[src/hdl/nip_pkg.sv]
// Overview of operation
// - Eight port lines work as general-purpose inputs or outputs under software control.
// - Lower and upper nibble each take their own input or output direction.
// - Output nibbles share one global push-pull or open-drain drive setting.
// - One global software bit puts the output drivers into low-emission mode.
// - Handshake mode uses two companion control lines as strobe and acknowledge.
// - Handshake transfer direction follows the upper nibble direction setting.
package nip_pkg;
    localparam int NIP_AW = 4;
    localparam int NIP_DW = 32;
    localparam int NIP_PW = 8;

    // Register byte offsets
    localparam logic [NIP_AW-1:0] NIP_OFS_DATA = 4'h0;
    localparam logic [NIP_AW-1:0] NIP_OFS_MODE = 4'h4;
    localparam logic [NIP_AW-1:0] NIP_OFS_STAT = 4'h8;

    // Mode register fields
    localparam int NIP_MODE_DIR_LO = 0;
    localparam int NIP_MODE_DIR_HI = 1;
    localparam int NIP_MODE_OPEN_DRAIN = 2;
    localparam int NIP_MODE_LOW_EMI = 3;
    localparam int NIP_MODE_HS_EN = 4;

    // Status register fields
    localparam int NIP_STAT_TX_BUSY = 0;
    localparam int NIP_STAT_RX_FULL = 1;
    localparam int NIP_STAT_DIR_MISMATCH = 2;

    // Values after reset; direction 1 means input
    localparam logic NIP_RST_DIR = 1'b1;
    localparam logic NIP_RST_OPEN_DRAIN = 1'b0;
    localparam logic NIP_RST_LOW_EMI = 1'b0;
    localparam logic NIP_RST_HS_EN = 1'b0;
    localparam logic [7:0] NIP_RST_DATA = 8'h00;

    typedef enum logic [1:0] {
        NIP_IDLE = 2'b00,
        NIP_SETUP = 2'b01,
        NIP_DAV = 2'b10,
        NIP_REL = 2'b11
    } nip_hs_state_e;
endpackage : nip_pkg

[src/hdl/nip_hs_if.sv]
`timescale 1ns/1ns
interface nip_hs_if;
    logic en;
    logic dir_out;
    logic tx_go;
    logic tx_busy;
    logic [7:0] pins;
    logic hs_in_s;
    logic hs_out;
    logic [7:0] rx_byte;
    logic rx_full;
    logic rx_take;

    modport ctrl (output en, output dir_out, output tx_go, output pins, output hs_in_s, output rx_take,
                  input tx_busy, input hs_out, input rx_byte, input rx_full);
    modport eng (input en, input dir_out, input tx_go, input pins, input hs_in_s, input rx_take,
                 output tx_busy, output hs_out, output rx_byte, output rx_full);
endinterface : nip_hs_if

[src/hdl/nip_hs_engine.sv]
`timescale 1ns/1ns
module nip_hs_engine (
    input wire logic ref_clk,
    input wire logic rstn,
    nip_hs_if.eng hs
);
    import nip_pkg::*;

    typedef struct packed {
        nip_hs_state_e state;
        logic [7:0] rx_byte;
        logic rx_full;
        logic hs_out;
        logic hs_prev;
    } nip_eng_s;

    nip_eng_s st_r;
    nip_eng_s st_nxt;
    logic fall;

    assign fall = st_r.hs_prev && !hs.hs_in_s;

    always_comb begin
        st_nxt = st_r;
        st_nxt.hs_prev = hs.hs_in_s;
        if (!hs.en || !hs.dir_out) begin
            st_nxt.state = NIP_IDLE;
        end else begin
            unique case (st_r.state)
                NIP_IDLE: begin
                    if (hs.tx_go) begin
                        st_nxt.state = NIP_SETUP;
                    end
                end
                NIP_SETUP: begin
                    st_nxt.state = NIP_DAV;
                end
                NIP_DAV: begin
                    if (!hs.hs_in_s) begin
                        st_nxt.state = NIP_REL;
                    end
                end
                NIP_REL: begin
                    if (hs.hs_in_s) begin
                        st_nxt.state = NIP_IDLE;
                    end
                end
            endcase
        end
        // Software read clears; a strobe in the same cycle is latched only if no byte was held, else it is dropped
        if (hs.rx_take) begin
            st_nxt.rx_full = 1'b0;
        end
        if (hs.en && !hs.dir_out && fall && !st_r.rx_full) begin
            st_nxt.rx_byte = hs.pins;
            st_nxt.rx_full = 1'b1;
        end
        if (!hs.en) begin
            st_nxt.hs_out = 1'b1;
        end else if (hs.dir_out) begin
            st_nxt.hs_out = (st_nxt.state != NIP_DAV);
        end else begin
            st_nxt.hs_out = !st_nxt.rx_full;
        end
    end

    always_ff @(posedge ref_clk) begin
        if (!rstn) begin
            st_r <= '{state: NIP_IDLE, rx_byte: 8'h00, rx_full: 1'b0, hs_out: 1'b1, hs_prev: 1'b1};
        end else begin
            st_r <= st_nxt;
        end
    end

    assign hs.tx_busy = (st_r.state != NIP_IDLE);
    assign hs.hs_out = st_r.hs_out;
    assign hs.rx_byte = st_r.rx_byte;
    assign hs.rx_full = st_r.rx_full;

    property p_dav_hold;
        @(posedge ref_clk) disable iff (!rstn)
        (hs.en && hs.dir_out && st_r.state == NIP_DAV && hs.hs_in_s) |=> !hs.hs_out;
    endproperty
    a_dav_hold: assert property (p_dav_hold) else $error("Data-available dropped before acknowledge");

    property p_ack_release;
        @(posedge ref_clk) disable iff (!rstn)
        (hs.en && hs.dir_out && st_r.state == NIP_DAV && !hs.hs_in_s) |=> (hs.hs_out && st_r.state == NIP_REL);
    endproperty
    a_ack_release: assert property (p_ack_release) else $error("Acknowledge did not end the offer");

    property p_rx_latch;
        @(posedge ref_clk) disable iff (!rstn)
        (hs.en && !hs.dir_out && fall && !st_r.rx_full)
            |=> (st_r.rx_full && !hs.hs_out && st_r.rx_byte == $past(hs.pins));
    endproperty
    a_rx_latch: assert property (p_rx_latch) else $error("Strobed byte not latched and acknowledged");

    property p_dir_follow;
        @(posedge ref_clk) disable iff (!rstn)
        (!hs.en || !hs.dir_out) |=> (st_r.state == NIP_IDLE);
    endproperty
    a_dir_follow: assert property (p_dir_follow) else $error("Output transfer active in input direction");

    c_tx_done: cover property (@(posedge ref_clk) disable iff (!rstn)
        st_r.state == NIP_REL ##[1:20] st_r.state == NIP_IDLE);
    c_rx_byte: cover property (@(posedge ref_clk) disable iff (!rstn) !st_r.rx_full ##1 st_r.rx_full);
endmodule : nip_hs_engine

[src/hdl/nip_port.sv]
`timescale 1ns/1ns
module nip_port (
    input wire logic ref_clk,
    input wire logic rstn,
    input wire logic [nip_pkg::NIP_AW-1:0] avs_address,
    input wire logic avs_read,
    input wire logic avs_write,
    input wire logic [nip_pkg::NIP_DW-1:0] avs_writedata,
    input wire logic [3:0] avs_byteenable,
    output logic [nip_pkg::NIP_DW-1:0] avs_readdata,
    output logic avs_waitrequest,
    input wire logic [nip_pkg::NIP_PW-1:0] port_lines_i,
    output logic [nip_pkg::NIP_PW-1:0] port_lines_o,
    output logic [nip_pkg::NIP_PW-1:0] port_lines_oe_n,
    output logic low_emi_o,
    input wire logic handshake_line_in,
    output logic handshake_line_out
);
    import nip_pkg::*;

    typedef struct packed {
        logic [7:0] out_data;
        logic dir_lo;
        logic dir_hi;
        logic open_drain;
        logic low_emi;
        logic hs_en;
        logic [7:0] pin_s1;
        logic [7:0] pin_s2;
        logic hs_s1;
        logic hs_s2;
        logic resp;
        logic [31:0] rdata;
        logic [7:0] pin_o;
        logic [7:0] pin_oe_n;
        logic tx_go;
    } nip_top_s;

    nip_top_s st_r;
    nip_top_s st_nxt;
    nip_hs_if hs ();

    logic req;
    logic taken;
    logic tk_wr_data;
    logic tk_wr_mode;
    logic tk_rd_data;
    logic rx_mode;
    logic [7:0] pin_o_w;
    logic [7:0] pin_oe_w;
    logic [7:0] rd_port;

    assign req = avs_read || avs_write;
    assign taken = req && st_r.resp;
    assign tk_wr_data = taken && avs_write && avs_byteenable[0] && (avs_address == NIP_OFS_DATA);
    assign tk_wr_mode = taken && avs_write && avs_byteenable[0] && (avs_address == NIP_OFS_MODE);
    assign tk_rd_data = taken && avs_read && (avs_address == NIP_OFS_DATA);
    assign rx_mode = st_r.hs_en && st_r.dir_hi;

    // Per-line driver: direction per nibble, global drive style
    for (genvar i = 0; i < NIP_PW; i++) begin : g_line
        logic drive;
        logic read_val;
        assign drive = (i < NIP_PW / 2) ? !st_nxt.dir_lo : !st_nxt.dir_hi;
        assign pin_o_w[i] = st_nxt.open_drain ? 1'b0 : st_nxt.out_data[i];
        assign pin_oe_w[i] = drive ? (st_nxt.open_drain && st_nxt.out_data[i]) : 1'b1;
        assign read_val = ((i < NIP_PW / 2) ? st_r.dir_lo : st_r.dir_hi) ? st_r.pin_s2[i] : st_r.out_data[i];
        assign rd_port[i] = read_val;
    end

    always_comb begin
        st_nxt = st_r;
        st_nxt.pin_s1 = port_lines_i;
        st_nxt.pin_s2 = st_r.pin_s1;
        st_nxt.hs_s1 = handshake_line_in;
        st_nxt.hs_s2 = st_r.hs_s1;
        st_nxt.resp = req && !st_r.resp;
        st_nxt.tx_go = 1'b0;
        if (tk_wr_data && !(st_r.hs_en && !st_r.dir_hi && hs.tx_busy)) begin
            st_nxt.out_data = avs_writedata[7:0];
            st_nxt.tx_go = st_r.hs_en && !st_r.dir_hi;
        end
        if (tk_wr_mode) begin
            st_nxt.dir_lo = avs_writedata[NIP_MODE_DIR_LO];
            st_nxt.dir_hi = avs_writedata[NIP_MODE_DIR_HI];
            st_nxt.open_drain = avs_writedata[NIP_MODE_OPEN_DRAIN];
            st_nxt.low_emi = avs_writedata[NIP_MODE_LOW_EMI];
            st_nxt.hs_en = avs_writedata[NIP_MODE_HS_EN];
        end
        st_nxt.rdata = 32'h0000_0000;
        if (req && !st_r.resp && avs_read) begin
            unique case (avs_address)
                NIP_OFS_DATA: begin
                    st_nxt.rdata[7:0] = rx_mode ? hs.rx_byte : rd_port;
                end
                NIP_OFS_MODE: begin
                    st_nxt.rdata[NIP_MODE_DIR_LO] = st_r.dir_lo;
                    st_nxt.rdata[NIP_MODE_DIR_HI] = st_r.dir_hi;
                    st_nxt.rdata[NIP_MODE_OPEN_DRAIN] = st_r.open_drain;
                    st_nxt.rdata[NIP_MODE_LOW_EMI] = st_r.low_emi;
                    st_nxt.rdata[NIP_MODE_HS_EN] = st_r.hs_en;
                end
                NIP_OFS_STAT: begin
                    st_nxt.rdata[NIP_STAT_TX_BUSY] = hs.tx_busy;
                    st_nxt.rdata[NIP_STAT_RX_FULL] = hs.rx_full;
                    st_nxt.rdata[NIP_STAT_DIR_MISMATCH] = st_r.hs_en && (st_r.dir_lo != st_r.dir_hi);
                end
                default: begin
                    st_nxt.rdata = 32'h0000_0000;
                end
            endcase
        end
        st_nxt.pin_o = pin_o_w;
        st_nxt.pin_oe_n = pin_oe_w;
    end

    always_ff @(posedge ref_clk) begin
        if (!rstn) begin
            st_r <= '{out_data: NIP_RST_DATA, dir_lo: NIP_RST_DIR, dir_hi: NIP_RST_DIR,
                      open_drain: NIP_RST_OPEN_DRAIN, low_emi: NIP_RST_LOW_EMI, hs_en: NIP_RST_HS_EN,
                      pin_s1: 8'h00, pin_s2: 8'h00, hs_s1: 1'b1, hs_s2: 1'b1, resp: 1'b0,
                      rdata: 32'h0000_0000, pin_o: 8'h00, pin_oe_n: 8'hff, tx_go: 1'b0};
        end else begin
            st_r <= st_nxt;
        end
    end

    // Handshake engine hookup; direction comes from the upper nibble
    assign hs.en = st_r.hs_en;
    assign hs.dir_out = !st_r.dir_hi;
    assign hs.tx_go = st_r.tx_go;
    assign hs.pins = st_r.pin_s2;
    assign hs.hs_in_s = st_r.hs_s2;
    assign hs.rx_take = tk_rd_data && rx_mode;

    nip_hs_engine u_eng (
        .ref_clk(ref_clk),
        .rstn(rstn),
        .hs(hs)
    );

    assign avs_waitrequest = req && !st_r.resp;
    assign avs_readdata = st_r.rdata;
    assign port_lines_o = st_r.pin_o;
    assign port_lines_oe_n = st_r.pin_oe_n;
    assign low_emi_o = st_r.low_emi;
    assign handshake_line_out = hs.hs_out;

    property p_lo_input;
        @(posedge ref_clk) disable iff (!rstn)
        (st_r.dir_lo && !tk_wr_mode) |=> (port_lines_oe_n[3:0] == 4'hf);
    endproperty
    a_lo_input: assert property (p_lo_input) else $error("Input nibble is being driven");

    property p_push_pull;
        @(posedge ref_clk) disable iff (!rstn)
        (!st_r.dir_hi && !st_r.open_drain && !tk_wr_mode && !tk_wr_data)
            |=> (port_lines_oe_n[7:4] == 4'h0 && port_lines_o[7:4] == $past(st_r.out_data[7:4]));
    endproperty
    a_push_pull: assert property (p_push_pull) else $error("Push-pull nibble not fully driven");

    property p_open_drain;
        @(posedge ref_clk) disable iff (!rstn)
        (!st_r.dir_hi && st_r.open_drain && !tk_wr_mode && !tk_wr_data)
            |=> (port_lines_o[7:4] == 4'h0 && port_lines_oe_n[7:4] == $past(st_r.out_data[7:4]));
    endproperty
    a_open_drain: assert property (p_open_drain) else $error("Open-drain nibble drives high");

    property p_low_emi;
        @(posedge ref_clk) disable iff (!rstn)
        tk_wr_mode |=> (low_emi_o == $past(avs_writedata[NIP_MODE_LOW_EMI]));
    endproperty
    a_low_emi: assert property (p_low_emi) else $error("Low-emission setting not applied");

    property p_write_out;
        @(posedge ref_clk) disable iff (!rstn)
        (tk_wr_data && !st_r.hs_en && !st_r.dir_lo && !st_r.dir_hi && !st_r.open_drain)
            |=> (port_lines_o == $past(avs_writedata[7:0]));
    endproperty
    a_write_out: assert property (p_write_out) else $error("Written byte not on output lines");

    property p_bus_answer;
        @(posedge ref_clk) disable iff (!rstn)
        (req && avs_waitrequest) |=> !avs_waitrequest;
    endproperty
    a_bus_answer: assert property (p_bus_answer) else $error("Bus request not answered in one wait cycle");

    c_mode_write: cover property (@(posedge ref_clk) disable iff (!rstn) tk_wr_mode);
    c_hs_send: cover property (@(posedge ref_clk) disable iff (!rstn) st_r.tx_go);
    c_read_port: cover property (@(posedge ref_clk) disable iff (!rstn) tk_rd_data && !st_r.hs_en);
endmodule : nip_port

[config.mk]
export PLATFORM = sky130hd
export DESIGN_NAME = nip_port
export DESIGN_NICKNAME = d
export VERILOG_FILES = /design/src/hdl/nip_pkg.sv /design/src/hdl/nip_hs_if.sv /design/src/hdl/nip_hs_engine.sv /design/src/hdl/nip_port.sv
export SDC_FILE = /design/constraint.sdc
export NUM_CORES = 1
export LEC_CHECK = 0
export BUFFER_PORTS_ARGS = -buffer_cell sky130_fd_sc_hd__buf_2
export CAP_MARGIN = 20
export CORE_MARGIN = 8
export CORE_UTILIZATION = 45
export DETAILED_ROUTE_END_ITERATION = 12
export PLACE_DENSITY = 0.76
export SLEW_MARGIN = 5
export SYNTH_ARGS = -nofsm -noshare
export SYNTH_HDL_FRONTEND = slang
export SYNTH_SLANG_ARGS = --single-unit
[constraint.sdc]
create_clock -name ref_clk -period 1.55 [get_ports ref_clk]
set_input_delay 0.31 -clock ref_clk [delete_from_list [all_inputs] [get_ports ref_clk]]
set_output_delay 0.31 -clock ref_clk [all_outputs]
set_load 0.05 [all_outputs]
**Word level (Yosys, flattened, before mapping)**

Index checks and enable logic that the tools add are counted.

- Bits in registers: 94
- Latch bits: 0
- Memory bits (writable): 0
- Bits in read-only memories: 0
- Input port bits: 53
- Output and inout port bits: 51
- Logic and storage cells: 97
- Memories: 0

- Add/subtract/negate cells: 0
- $mul: 0
- Divide/modulo/power cells: 0
- Magnitude comparators: 0
- Eq/ne operators: 7
- Shift operators: 0
- Multiplexer cells: 21
- Bitwise gates (word level): 1
- Reduce and logical (&&, ||, !) cells: 45

Operators with widths:

| operator | count |
|---|---|
| 1-bit logical AND | 26 |
| 8-bit two-way mux | 2 |
| 1-bit two-way mux | 11 |
| 3-bit one-hot mux with 3 select lines | 1 |
| 2-bit two-way mux | 4 |
| 2-bit one-hot mux with 4 select lines | 1 |
| 1-bit zero test | 7 |
| 2-bit AND reduction | 3 |
| 2-bit OR reduction | 3 |
| 5-bit two-way mux | 1 |
| 2-bit == test (second input constant) | 2 |
| 4-bit by 3-bit == test with 1-bit output (second input constant) | 1 |
| 4-bit == test (second input constant) | 1 |
| 4-bit zero test | 1 |
| 2-bit one-hot mux with 2 select lines | 1 |
| 3-bit AND reduction | 1 |
| 2-bit by 1-bit == test with 1-bit output (second input constant) | 1 |
| 2-bit zero test | 1 |
| 1-bit logical OR | 2 |
| 2-bit != test (second input constant) | 1 |
| 2-bit nonzero test | 1 |
| 1-bit != test | 1 |
| 1-bit inverter | 1 |

**Longest topological paths before layout**

Gate-level depths: netlist of the first run.

- Depth in word-level cells: 9
- Gate-level depth with buffers: 6
- Mapped depth without buffers: 4

**Hierarchy**

A second synthesis of the first run with hierarchy kept.

- Cell total of the unflattened synthesis: 306
- Area, all modules: 2985.4 µm²

By module, submodules not included:

| module | instances | cells an instance | area each (µm²) | seq. area each (µm²) |
|---|---|---|---|---|
| nip_port | 1 | 239 | 2388.5 | 1141.1 |
| nip_hs_engine | 1 | 67 | 596.8 | 260.2 |

**Worst setup path before layout of the first run**

OpenSTA, ideal clock, no wires.

- Path kind: register to register
- Start: reg st_r (netlist bit hs.en)
- End: reg st_r (netlist bit port_lines_oe_n[7])
- Library setup time: 0.121 ns
- Arrival: 1.405 ns
- Path slack: 0.023 ns
- Cell stages (with the launch flop): 7
- Buffers on the path: 2
- Period minus slack after synthesis: 1.527 ns
- Cell sequence: dfxtp_1 -> buf_4 -> inv_1 -> o311ai_1 -> buf_6 -> mux2i_4 -> o21ai_1

- Longest elaborated chain between the ends: 6

RTL lines:

| what | RTL line | text |
|---|---|---|
| start: declaration | nip_port.sv:39 | `nip_top_s st_r;` |
| start signal: assignment | nip_port.sv:119 | `st_r <= '{out_data: NIP_RST_DATA, dir_lo: NIP_RST_DIR, dir_hi: NIP_RST_DIR,` |
| start signal: assignment | nip_port.sv:124 | `st_r <= st_nxt;` |
| 1-bit logical AND (2 in a row) | nip_port.sv:79 | `if (tk_wr_data && !(st_r.hs_en && !st_r.dir_hi && hs.tx_busy)) begin` |
| 1-bit zero test | nip_port.sv:79 |  |
| 1-bit logical AND | nip_port.sv:79 |  |
| 8-bit two-way mux | nip_port.sv:79 |  |
| 1-bit logical AND | nip_port.sv:66 | `assign pin_oe_w[i] = drive ? (st_nxt.open_drain && st_nxt.out_data[i]) : 1'b1;` |

No other way between the ends.
A chain may end at the register's enable or synchronous reset.

**Worst setup path in the final report of the first run**

- Start: reg st_r[49] in the netlist's numbering
- End: out avs_waitrequest

- Longest elaborated chain between the ends: 2

RTL lines:

| what | RTL line | text |
|---|---|---|
| 1-bit zero test | nip_port.sv:142 | `assign avs_waitrequest = req && !st_r.resp;` |
| 1-bit logical AND | nip_port.sv:142 |  |
| end: declaration | nip_port.sv:11 | `output logic avs_waitrequest,` |

No other way between the ends.

==> run summary, run 1 <==
The run finished with clean final reports. The TritonCTS clock tree is yes. The number of I/O port buffers is 52. The worst setup slack after layout is 62.08 ps. In the final design database the tool counted 392 nets. The clock skew after layout is 4.429 ps. The post-route netlist has 31.40% of its cells at a drive strength greater than 1. The async set-reset flop share out of synthesis came out at 0%. The maximum number of pins on one net before global-route repair came out at 46. The buffer cell driving the clock tree root is sky130_fd_sc_hd__clkbuf_8. The area of the mapped netlist came out at 2960 um^2. Along the worst hold path, the cell count comes to 2. sky130_fd_sc_hd__dfxtp_1 is the most common cell in the netlist. Relative to the synthesized area, the layout overhead comes to 15.93%. For this run, the total global-route usage over all layers was measured as 12.67%.

Setup violations remaining at the end of the flow were counted as 0. After floorplanning, the core was divided into 29 placement rows. The initial utilization of the core area, before any placement, comes to 46.62%. The minimum period implied by the final worst setup slack is 1488 ps. The hold buffer count at cts is 0. The count of flip-flops with a built-in enable after synthesis is 0.

The register area share after synthesis is 47.34%. The standby leakage power came out at 1.447 nW. The top cell type by area accounts for 47.34% of the synthesized area. The die covers 9430 um^2. The total count of hold-check failures in the final report came out at 0. The worst hold path belongs to the class input pin to register.

Timing analysis after detailed placement gives a worst setup slack of -184.0 ps. The required time at the worst-slack endpoint is 1240 ps. The power density of the placed cells is 1020 nW/um^2. The weighted congestion at the end of routability-driven global placement is 0.8757. The number of antenna diodes in the final layout is 0. The level count of the clock H-tree is 3.

The number of DRC violations after detailed-routing iteration 0 came out at 87. Summing internal, switching and leakage power gives 3.499 mW. The longest clock path from root to sink contains 2 buffers. Among all flip-flop cells after synthesis, the most frequent one is sky130_fd_sc_hd__dfxtp_1. The largest total area in the synthesized netlist belongs to sky130_fd_sc_hd__dfxtp_1. The number of storage elements in the synthesis netlist came out at 70. The fraction of the core area covered by cells at the end of the flow came out at 54.05%.

By area the synthesized netlist is led by sky130_fd_sc_hd__dfxtp_1, sky130_fd_sc_hd__buf_4, sky130_fd_sc_hd__mux2i_4. The number of max-capacitance violations reported is 0. The number of antenna violations at the first check in global routing came out at 0. Dividing the detail-routed via count by the number of cells gives 4.615. The later-pin clock latency in the skew report came out at 340 ps. The peak supply drop is 486.2 uV. Setup repair after global routing left no endpoint under its margin. The total number of vias is 1943. The slack of the worst reg-to-reg path is 90 ps.

The height of the die is 97.11 um. In this run the worst path has a maximum fanout of 3. The peak per-stage delay on the critical path is 330 ps. The area of placed instances came out at 3232 um^2. For this run, the number of Yosys warnings is 0. Clock-pin slew was measured on the worst setup and hold paths at 70 ps. The core region area came out at 6350 um^2. For the worst setup path, the data arrival time is 1180 ps. After detailed routing, the total wire length is 5799 um. The chip width is 97.11 um.

The placed wire-length estimate after detailed placement is 4444 um. The largest individual stage delay along the critical path comes from the cell sky130_fd_sc_hd__dfxtp_1. The detailed-router iteration count before antenna repair came out at 4.

The finished cells cover 3432 um^2. In the routed design, unresolved DRC markers number 0. The number of CTS-inserted buffers came out at 9.

Dividing the detail-routed wire length by the instance count gives 13.77 um. The number of placed cells counting well taps came out at 405. The maximum frequency from static timing analysis came out at 672.1 MHz. The endpoint type of the worst setup path is a primary output.

STA classifies the critical path startpoint as a register. The count of cell types in the netlist came out at 40. The first global-routing pass estimated 9556 um of wire. In this run the count of I/O pins placed on the die edge is 104. The depth of the most critical reg-to-reg path is 5. The final cell count without fillers came out at 421. The type of the setup path with the least slack is register to primary output.

The average size of a mapped cell came out at 10.28 um^2. The number of global-route vias before repair came out at 1987. The sink count of the clock tree came out at 70. Sorting the synthesized cells by how often they occur yields sky130_fd_sc_hd__dfxtp_1, sky130_fd_sc_hd__buf_4, sky130_fd_sc_hd__and2_1, sky130_fd_sc_hd__nor2b_1, sky130_fd_sc_hd__nor2_1.

Counting every instance in the synthesized netlist gives 288. The count of antenna-violating nets left after detailed routing came out at 0. The share of the clock period used by the worst path after layout came out at 95.99%.

The sum of overflow across all layers after global routing came out at 0. Walking the worst path, the cells encountered are buf_4 -> nor2_1 -> clkbuf_4. The count of final max-slew check failures came out at 0.
-- per-stage QoR --
| step | setup TNS [ps] | hold slack (ps) |
|---|---|---|
| floorplan | 0 | 386.3 |
| global placement | -3497 | 392.9 |
| detailed placement | -3648 | 391.7 |
| CTS | 0 | 130.8 |
| global route | 0 | 144.2 |
| finish | 0 | 148.6 |
-- sequential cells by signal, summed over array words and instances (netlist names), 3 cells and up --
name,count
st_r,12
st_nxt,9
avs_readdata,8
hs.pins,8
port_lines_o,8
port_lines_oe_n,8
u_eng.hs.rx_byte,8
u_eng.st_r,3
-- routing by layer --
layer	vias up	share of wire, %	GRT usage, %	wire, um
met5	-	0	0	0
met4	0	2.3	7.811	135
met3	12	5.7	4.552	329
met2	51	47	19.90	2702
met1	883	45	14.33	2631
li1	997	-	-	-
-- logic make-up (layout without fill, tap and decap cells) --
logic type	Yosys count	after routing	synth area share (%)
AND/OR/NAND/NOR	91	91	18.22
flip-flops	70	70	47.34
buffers and inverters	64	97	14.71
AO/OA/AOI/OAI	37	37	7.777
multiplexers	24	24	11.54
other	1	24	0.1267
XOR/XNOR	1	1	0.2959
-- placed cells by master (no fill, tap or decap), types with 2 or more instances in the layout --
cell type	count
sky130_fd_sc_hd__nor2b_1	19
sky130_fd_sc_hd__a21oi_1	7
sky130_fd_sc_hd__o21ai_1	9
sky130_fd_sc_hd__nand2b_1	2
sky130_fd_sc_hd__nand3b_1	2
sky130_fd_sc_hd__dfxtp_1	70
sky130_fd_sc_hd__clkinv_2	2
sky130_fd_sc_hd__a211oi_1	3
sky130_fd_sc_hd__conb_1	24
sky130_fd_sc_hd__and3_1	5
sky130_fd_sc_hd__clkbuf_8	12
sky130_fd_sc_hd__o21ai_0	5
sky130_fd_sc_hd__o211ai_1	4
sky130_fd_sc_hd__nand3_1	5
sky130_fd_sc_hd__nand2_1	10
sky130_fd_sc_hd__nor4b_4	2
sky130_fd_sc_hd__buf_12	3
sky130_fd_sc_hd__nor2_1	18
sky130_fd_sc_hd__mux2i_1	15
sky130_fd_sc_hd__and2_1	20
sky130_fd_sc_hd__inv_1	4
sky130_fd_sc_hd__buf_2	51
sky130_fd_sc_hd__a31oi_1	2
sky130_fd_sc_hd__buf_4	22
sky130_fd_sc_hd__mux2i_4	8
-- layout make-up --
| cell class | instances | area (um^2) |
|---|---|---|
| fill | 555 | 2918 |
| clock inverter | 3 | 17.52 |
| sequential | 70 | 1401 |
| inverter | 4 | 15.01 |
| multi-input combinational | 177 | 1245 |
| clock buffer | 13 | 168.9 |
| timing repair buffer | 77 | 488.0 |
| tap | 77 | 96.34 |
-- final timing paths --
path / end / start
worst max-delay path: avs_waitrequest / st_r[49]
worst min-delay path: st_nxt[50] / handshake_line_in
worst max register to register: port_lines_oe_n[6] / u_eng.st_r[11]
worst min register to register: hs.hs_in_s / st_nxt[50]
-- critical path, delay by kind of cell, from the launching register on --
kind | cells | cell delay [ps]
buffers and inverters | 2 | 390
AND/OR/NAND/NOR | 1 | 120
flip-flops | 1 | 330
-- power by group --
part | internal (mW) | switching (mW) | total, mW
sequential | 1.83 | 0.0123 | 1.84
clock | 0.707 | 0.641 | 1.35
combinational | 0.0893 | 0.224 | 0.314
-- repair_timing --
action / 4_1_cts / 5_1_grt
resized for setup: 0 / 3
endpoints found under the setup margin: 0 / 11
buffers inserted: 0 / 0
No activity file was read; power rests on OpenSTA's default activity.
==> inputs of run 2 (changes only) <==
- CORE_UTILIZATION: 45 -> 49
- PLACE_DENSITY: 0.76 -> 0.79
- clock period: 1.55 -> 1.6 ns (I/O delays scaled with it)
==> run 2 against run 1 <==
  * Clock skew rose by 1.1 ps
  * Non-clock buffer count decreased by 1
  * Flip-flop and latch count did not move
  * Critical endpoint is now port_lines_oe_n[3]
  * Largest power group unchanged
==> run summary, run 2 (synthesis gave the netlist of run 1 again) <==
The number of global-route vias before repair came out at 2087 (+5.0%). The power density of the placed cells is 1039 nW/um^2 (+1.9%). Static timing analysis puts the maximum clock frequency at 669.2 MHz. The total number of vias was 2001 (+3.0%). The global-route usage over all layers came to 14.68% (+2.0 points). The slack of the worst reg-to-reg path came out at 110 ps (+20 ps). The total setup violations reported at the end of the flow is 0 (unchanged). The number of max-capacitance violations reported is 0 (unchanged).

The number of placed cells counting well taps came to 402 (-0.74%). The required time at the worst-slack endpoint was 1830 ps (+590 ps). The critical path data arrival time is 1720 ps (+540 ps). The tree is rooted in a sky130_fd_sc_hd__clkbuf_8.

The chip width is 93.73 um (-3.5%). The routed design could run at a clock period as short as 1494 ps. The level count of the clock H-tree is 3 (unchanged). The later-pin clock latency in the skew report came out at 340 ps (about the same). The share of the clock period used by the worst path after layout is 93.39%. The sum of overflow across all layers after global routing is 0 (unchanged). The global-route wire length before repair came out at 9887 um (+3.5%). The average wire per cell in the routed design was 14.47 um (+5.0%). The hold buffer count at cts came out at 0 (unchanged). The detailed-route vias per instance is 4.799 (+4.0%). The standby leakage power came out at 1.447 nW (about the same). The fill cell total of the finished layout is 511 (-7.9%).

The clock-pin slew reported for the worst setup and hold paths after clock tree synthesis was 70 ps (about the same). The highest fanout seen on the critical path came out at 5 (+2). The number of CTS-inserted buffers was 9 (unchanged). The signal on the critical path passes through nor2_1 -> o311ai_4 -> buf_4 -> mux2i_4 -> o21ai_1. The number of flip-flops under the largest register name was 12 (unchanged). The number of post-CTS setup repair buffers was 0 (unchanged).

The type of the worst min-delay path is input pin to register. The number of antenna violations at the first check in global routing is 0 (unchanged). The peak per-stage delay on the critical path came out at 390 ps (+60 ps). The weighted congestion at the end of routability-driven global placement came out at 0.8472 (-3.3%). The number of DRC violations after detailed-routing iteration 0 is 107 (+23%). The peak supply drop is 705.3 uV (+45%). STA classifies the critical path endpoint as a register. The worst setup path is of the register to register kind. STA classifies the critical path startpoint as a register. Counting flops per register, the top entry is st_r.

The floorplan die area is 8784 um^2 (-6.8%). The final cell count without fillers is 417 (-0.95%). On the critical path, the stage with the largest delay is an instance of sky130_fd_sc_hd__dfxtp_1. The standard-cell row count came out at 28 (-3.4%). The library cell used most frequently in the layout, excluding fill and tap cells, is sky130_fd_sc_hd__dfxtp_1. The number of diodes is 0 (unchanged). The placed wire-length estimate after detailed placement is 4689 um (+5.5%). The height of the die came out at 93.73 um (-3.5%). The number of nets at the end of the flow is 391 (-0.26%).

TritonCTS built the clock tree. The count of instances resized after the clock tree is built came out at 0 (unchanged). Setup repair after global routing left no endpoint under its margin. The detailed-router iteration count before antenna repair is 4 (unchanged). The flow ran to the end, and the final reports show no timing, DRC or antenna violations. The worst-case clock buffer depth came to 2 (unchanged). The total count of hold-check failures in the final report came out at 0 (unchanged). The total power came out at 3.558 mW (+1.7%). The count of antenna-violating nets left after detailed routing was 0 (unchanged). The total wire length is 6033 um (+4.0%). The core region area came out at 5886 um^2 (-7.3%).

The post-route DRC violation count came out at 0 (unchanged). The signed area change from the synthesized netlist to the final layout came out at 15.68%. The starting utilization of the core area came to 50.30% (+3.7 points). The clock skew after layout was 5.493 ps (+1.063 ps).

The count of final max-slew check failures came out at 0 (unchanged). The number of I/O port buffers is 52 (unchanged). The maximum number of pins on one net before global-route repair was 33 (-28%).

The top-level port count is 104 (unchanged). The library cells used most frequently in the layout, excluding fill and tap cells, are sky130_fd_sc_hd__dfxtp_1, sky130_fd_sc_hd__buf_2, sky130_fd_sc_hd__conb_1. The sink count of the clock tree came out at 70 (unchanged).

The post-route setup TNS came out at 0 ps (unchanged). The fraction of layout cells with a size suffix above 1 came out at 30.70% (-0.69 points).
## run 2: changes by cell type in the layout (fill, tap and decap cells not counted), sizes merged
cell	change
clkbuf	-4
clkinv	+1
clkinvlp	-1
bufinv	+2
## run 2: final cells by class
cell class / count / area, um^2 / area share (%)
timing repair buffer: 76 / 469.2 / 13.70
inverter: 4 / 15.01 / 0.4384
tap: 75 / 93.84 / 2.740
sequential: 70 / 1401 / 40.92
clock inverter: 5 / 75.07 / 2.192
multi-input combinational: 177 / 1242 / 36.28
clock buffer: 10 / 127.6 / 3.727
## run 2: metrics by stage
| step | util (%) | cell area, um^2 | setup WS [ps] | hold WS, ps |
|---|---|---|---|---|
| after global routing | 58.18 | 3425 | 1.508 | 135.3 |
| after floorplan | - | 3047 | 73.08 | 386.3 |
| final | 58.18 | 3425 | 105.8 | 161.3 |
| after CTS | 57.97 | 3412 | 108.5 | 147.0 |
| after global placement | 54.53 | 3209 | -111.5 | 393.8 |
| after detailed placement | 54.53 | 3209 | -152.4 | 394.0 |
## run 2: power breakdown
group          switching, mW  total, mW  internal (mW)
registers             0.0131       1.78           1.77
clock network          0.612       1.47          0.861
logic                  0.218      0.304         0.0858
## run 2: worst paths after layout
path | startpoint | end | cells after the start
max reg2reg | u_eng.st_r[11] | port_lines_oe_n[3] | 5
min | handshake_line_in | st_nxt[50] | 2
min reg2reg | st_nxt[50] | hs.hs_in_s | 1
max | u_eng.st_r[11] | port_lines_oe_n[3] | 5
## run 2: layer usage
| layer | GRT usage (%) | wire [um] | up-vias | share of wire [%] |
|---|---|---|---|---|
| met1 | 15.68 | 2497 | 924 | 41 |
| li1 | - | - | 997 | - |
| met2 | 23.75 | 2924 | 66 | 48 |
| met4 | 10.57 | 173 | 0 | 2.9 |
| met3 | 5.036 | 439 | 14 | 7.3 |
| met5 | 0 | 0 | - | 0 |
## run 2: worst max-delay path, delay by kind of cell, from the launching register on
family / cells / cell delay [ps]
flip-flops: 1 / 390
buffers and inverters: 1 / 270
AND/OR/NAND/NOR: 1 / 110
multiplexers: 1 / 270
AO/OA/AOI/OAI: 2 / 340
==> inputs of run 3 (changes only) <==
- CELL_PAD_IN_SITES_DETAIL_PLACEMENT: default -> 1
- CELL_PAD_IN_SITES_GLOBAL_PLACEMENT: default -> 1
- CORE_UTILIZATION: 49 -> 37
- PLACE_DENSITY: 0.79 -> default
- PLACE_DENSITY_LB_ADDON: default -> 0.1
==> run 3 against run 2 <==
  * Sequential share of layout area fell by 0.43 points
  * Via count fell by 0.50%
  * First-iteration DRC count fell by 56%
  * Hold slack got worse by 10 ps
  * Utilization fell by 13 points
  * Cell area rose by 1.1%
  * Wire length rose by 11%
  * Global-route usage fell by 2.2 points
  * Highest routed layer unchanged
  * Critical path type unchanged
  * Cell count rose by 7.0%
==> run summary, run 3 (synthesis gave the netlist of run 1 again) <==
The total number of vias came out at 1991 (-0.50%). The post-route DRC violation count came out at 0 (unchanged). The worst-case clock buffer depth came out at 2 (unchanged). The combinational fraction of design power came out at 8.6% (about the same). In this run the critical register-to-register path is captured at port_lines_oe_n[7].

The global-route wire length before repair was 10930 um (+11%). The critical path goes through nor2_1 -> o311ai_4 -> buf_12 -> mux2i_4 -> o21ai_1. The starting utilization of the core area came to 38.31% (-12 points). The flow ran to the end, and the final reports show no timing, DRC or antenna violations. The number of CTS-inserted buffers is 9 (unchanged). The highest fanout seen on the critical path came out at 8 (+3). The peak supply drop is 363.7 uV (-48%). The total count of hold-check failures in the final report came out at 0 (unchanged). The number of flip-flops under the largest register name came out at 12 (unchanged). The fraction of the core area covered by cells at the end of the flow came out at 44.79% (-13 points). The count of antenna-violating nets left after detailed routing is 0 (unchanged). The hold-critical path endpoint is st_nxt[50].

The post-route setup TNS is 0 ps (unchanged). The clock network fraction of total power is 40.7% (-0.7 points). The sink count of the clock tree is 70 (unchanged). The clock-pin slew reported for the worst setup and hold paths after clock tree synthesis came out at 80 ps (about the same). The number of post-CTS setup repair buffers is 0 (unchanged). The register with the most flip-flops in the final layout is st_r.

The level count of the clock H-tree was 3 (unchanged). The total setup violations reported at the end of the flow is 0 (unchanged). The count of instances resized after the clock tree is built came out at 0 (unchanged). The count of final max-slew check failures was 0 (unchanged).

The detailed-route vias per instance came out at 4.464 (-7.0%). The maximum frequency from static timing analysis came to 665.7 MHz (-0.53%). The placed wire-length estimate after detailed placement is 5002 um (+6.7%). The maximum number of pins on one net before global-route repair came out at 28 (-15%). The hold buffer count at cts was 0 (unchanged). The endpoint type of the worst setup path is a register. The chip width is 105.4 um (+13%). The share of the clock period used by the worst path after layout is 93.89% (+0.50 points). The portion of total power attributed to sequential cells was 50.7% (+0.6 points).

The power density of the placed cells came out at 1013 nW/um^2 (-2.5%). TritonCTS built the clock tree. The cell at the slowest stage of the critical path is sky130_fd_sc_hd__dfxtp_1. The number of max-capacitance violations reported came to 0 (unchanged). The total net switching power is 0.8933 mW (+5.9%).

The number of nets at the end of the flow is 392 (+0.26%). The weighted congestion at the end of routability-driven global placement came to 0.7632 (-9.9%). The total wire length is 6685 um (+11%). The standby leakage power came out at 1.438 nW (-0.60%). STA classifies the critical path startpoint as a register.

The detailed-router iteration count before antenna repair is 4 (unchanged). The core region area is 7727 um^2 (+31%). The peak per-stage delay on the critical path came out at 400 ps (about the same). The later-pin clock latency in the skew report is 340 ps (about the same). The internal portion of total power was 2.612 mW (-3.8%). The minimum period implied by the final worst setup slack came out at 1502 ps (+7.995 ps). The signed area change from the synthesized netlist to the final layout is 16.91%.

The fraction of layout cells with a size suffix above 1 came out at 31.69% (+0.98 points). The average wire per cell in the routed design came out at 14.99 um (+3.6%). The critical path data arrival time came out at 1730 ps (about the same). The top-level port count is 104 (unchanged). The number of antenna violations at the first check in global routing came out at 0 (unchanged). The tree is rooted in a sky130_fd_sc_hd__clkbuf_8. The number of DRC violations after detailed-routing iteration 0 was 47 (-56%).

The number of I/O port buffers is 52 (unchanged). The library cell used most frequently in the layout, excluding fill and tap cells, is sky130_fd_sc_hd__dfxtp_1. The depth of the most critical reg-to-reg path came out at 5 (unchanged). The top cell types in the final layout, fill and taps aside, are sky130_fd_sc_hd__dfxtp_1, sky130_fd_sc_hd__buf_2, sky130_fd_sc_hd__conb_1. Setup repair after global routing left no endpoint under its margin. The critical path is of the register to register type.

The total power was 3.506 mW (-1.5%). The number of diodes came to 0 (unchanged). The clock skew after layout came out at 10.72 ps (+5.223 ps). The floorplan die area is 11120 um^2 (+27%). The hold-critical path depth is 2 (unchanged). The height of the die was 105.4 um (+13%). The required time at the worst-slack endpoint was 1830 ps (about the same). The standard-cell row count is 32 (+14%). The worst hold path begins at handshake_line_in. The global-route usage over all layers came to 12.45% (-2.2 points). The slack of the worst reg-to-reg path came out at 100 ps (about the same). The startpoint identified for the worst register-to-register timing path is u_eng.st_r[11]. The switching share of total power came out at 25.48% (+1.8 points). The number of global-route vias before repair came out at 2161 (+3.5%). The smallest hold slack is 151.0 ps (-10.30 ps). The worst hold path belongs to the class input pin to register. The sum of overflow across all layers after global routing is 0 (unchanged).
## run 3: final cells by class
class	count	area [um^2]
timing repair buffer	77	467.9
sequential	70	1401
fill	893	4267
clock inverter	5	58.81
inverter	4	15.01
tap	102	127.6
clock buffer	11	141.4
multi-input combinational	177	1249
## run 3: how the worst max path moves through the flow
stage	startpoint	endpoint	slack, ps	cells past startpoint
after CTS	st_r[49]	avs_waitrequest	90	3
final	u_eng.st_r[11]	port_lines_oe_n[7]	100	5
after detailed placement	avs_address[3]	port_lines_oe_n[6]	-160	6
after floorplan	hs.en	port_lines_oe_n[7]	70	6
after global routing	hs.en	port_lines_oe_n[7]	10	5
after global placement	avs_address[3]	port_lines_oe_n[5]	-100	6
## run 3: critical path: cells and delay by family, from the launching register on
kind / cells / cell delay [ps]
mux: 1 / 270
compound gates: 2 / 380
simple gates: 1 / 120
flops: 1 / 400
buf+inv: 1 / 220
## run 3: through the flow
stage                     area (um^2)  setup WS [ps]  instances
after floorplan                  3047          73.08        311
after global placement           3231         -104.0        429
after detailed placement         3231         -157.8        429
after CTS                        3431          86.58        445
after global routing             3461          9.825        446
final                            3461          97.78        446
## run 3: power groups by stage
stage	Combinational [mW]	Sequential, mW	Clock (mW)
after global routing	0.324	1.78	1.55
after global placement	0.298	1.82	0
final	0.301	1.78	1.43
after detailed placement	0.300	1.82	0
after CTS	0.301	1.78	1.48
after floorplan	0.253	1.82	0
## run 3: routing by layer
layer	wire length, um	GRT usage, %	vias up
met3	292	4.324	6
li1	-	-	995
met4	72	4.893	0
met1	2962	14.18	947
met5	0	0	-
met2	3359	20.91	43
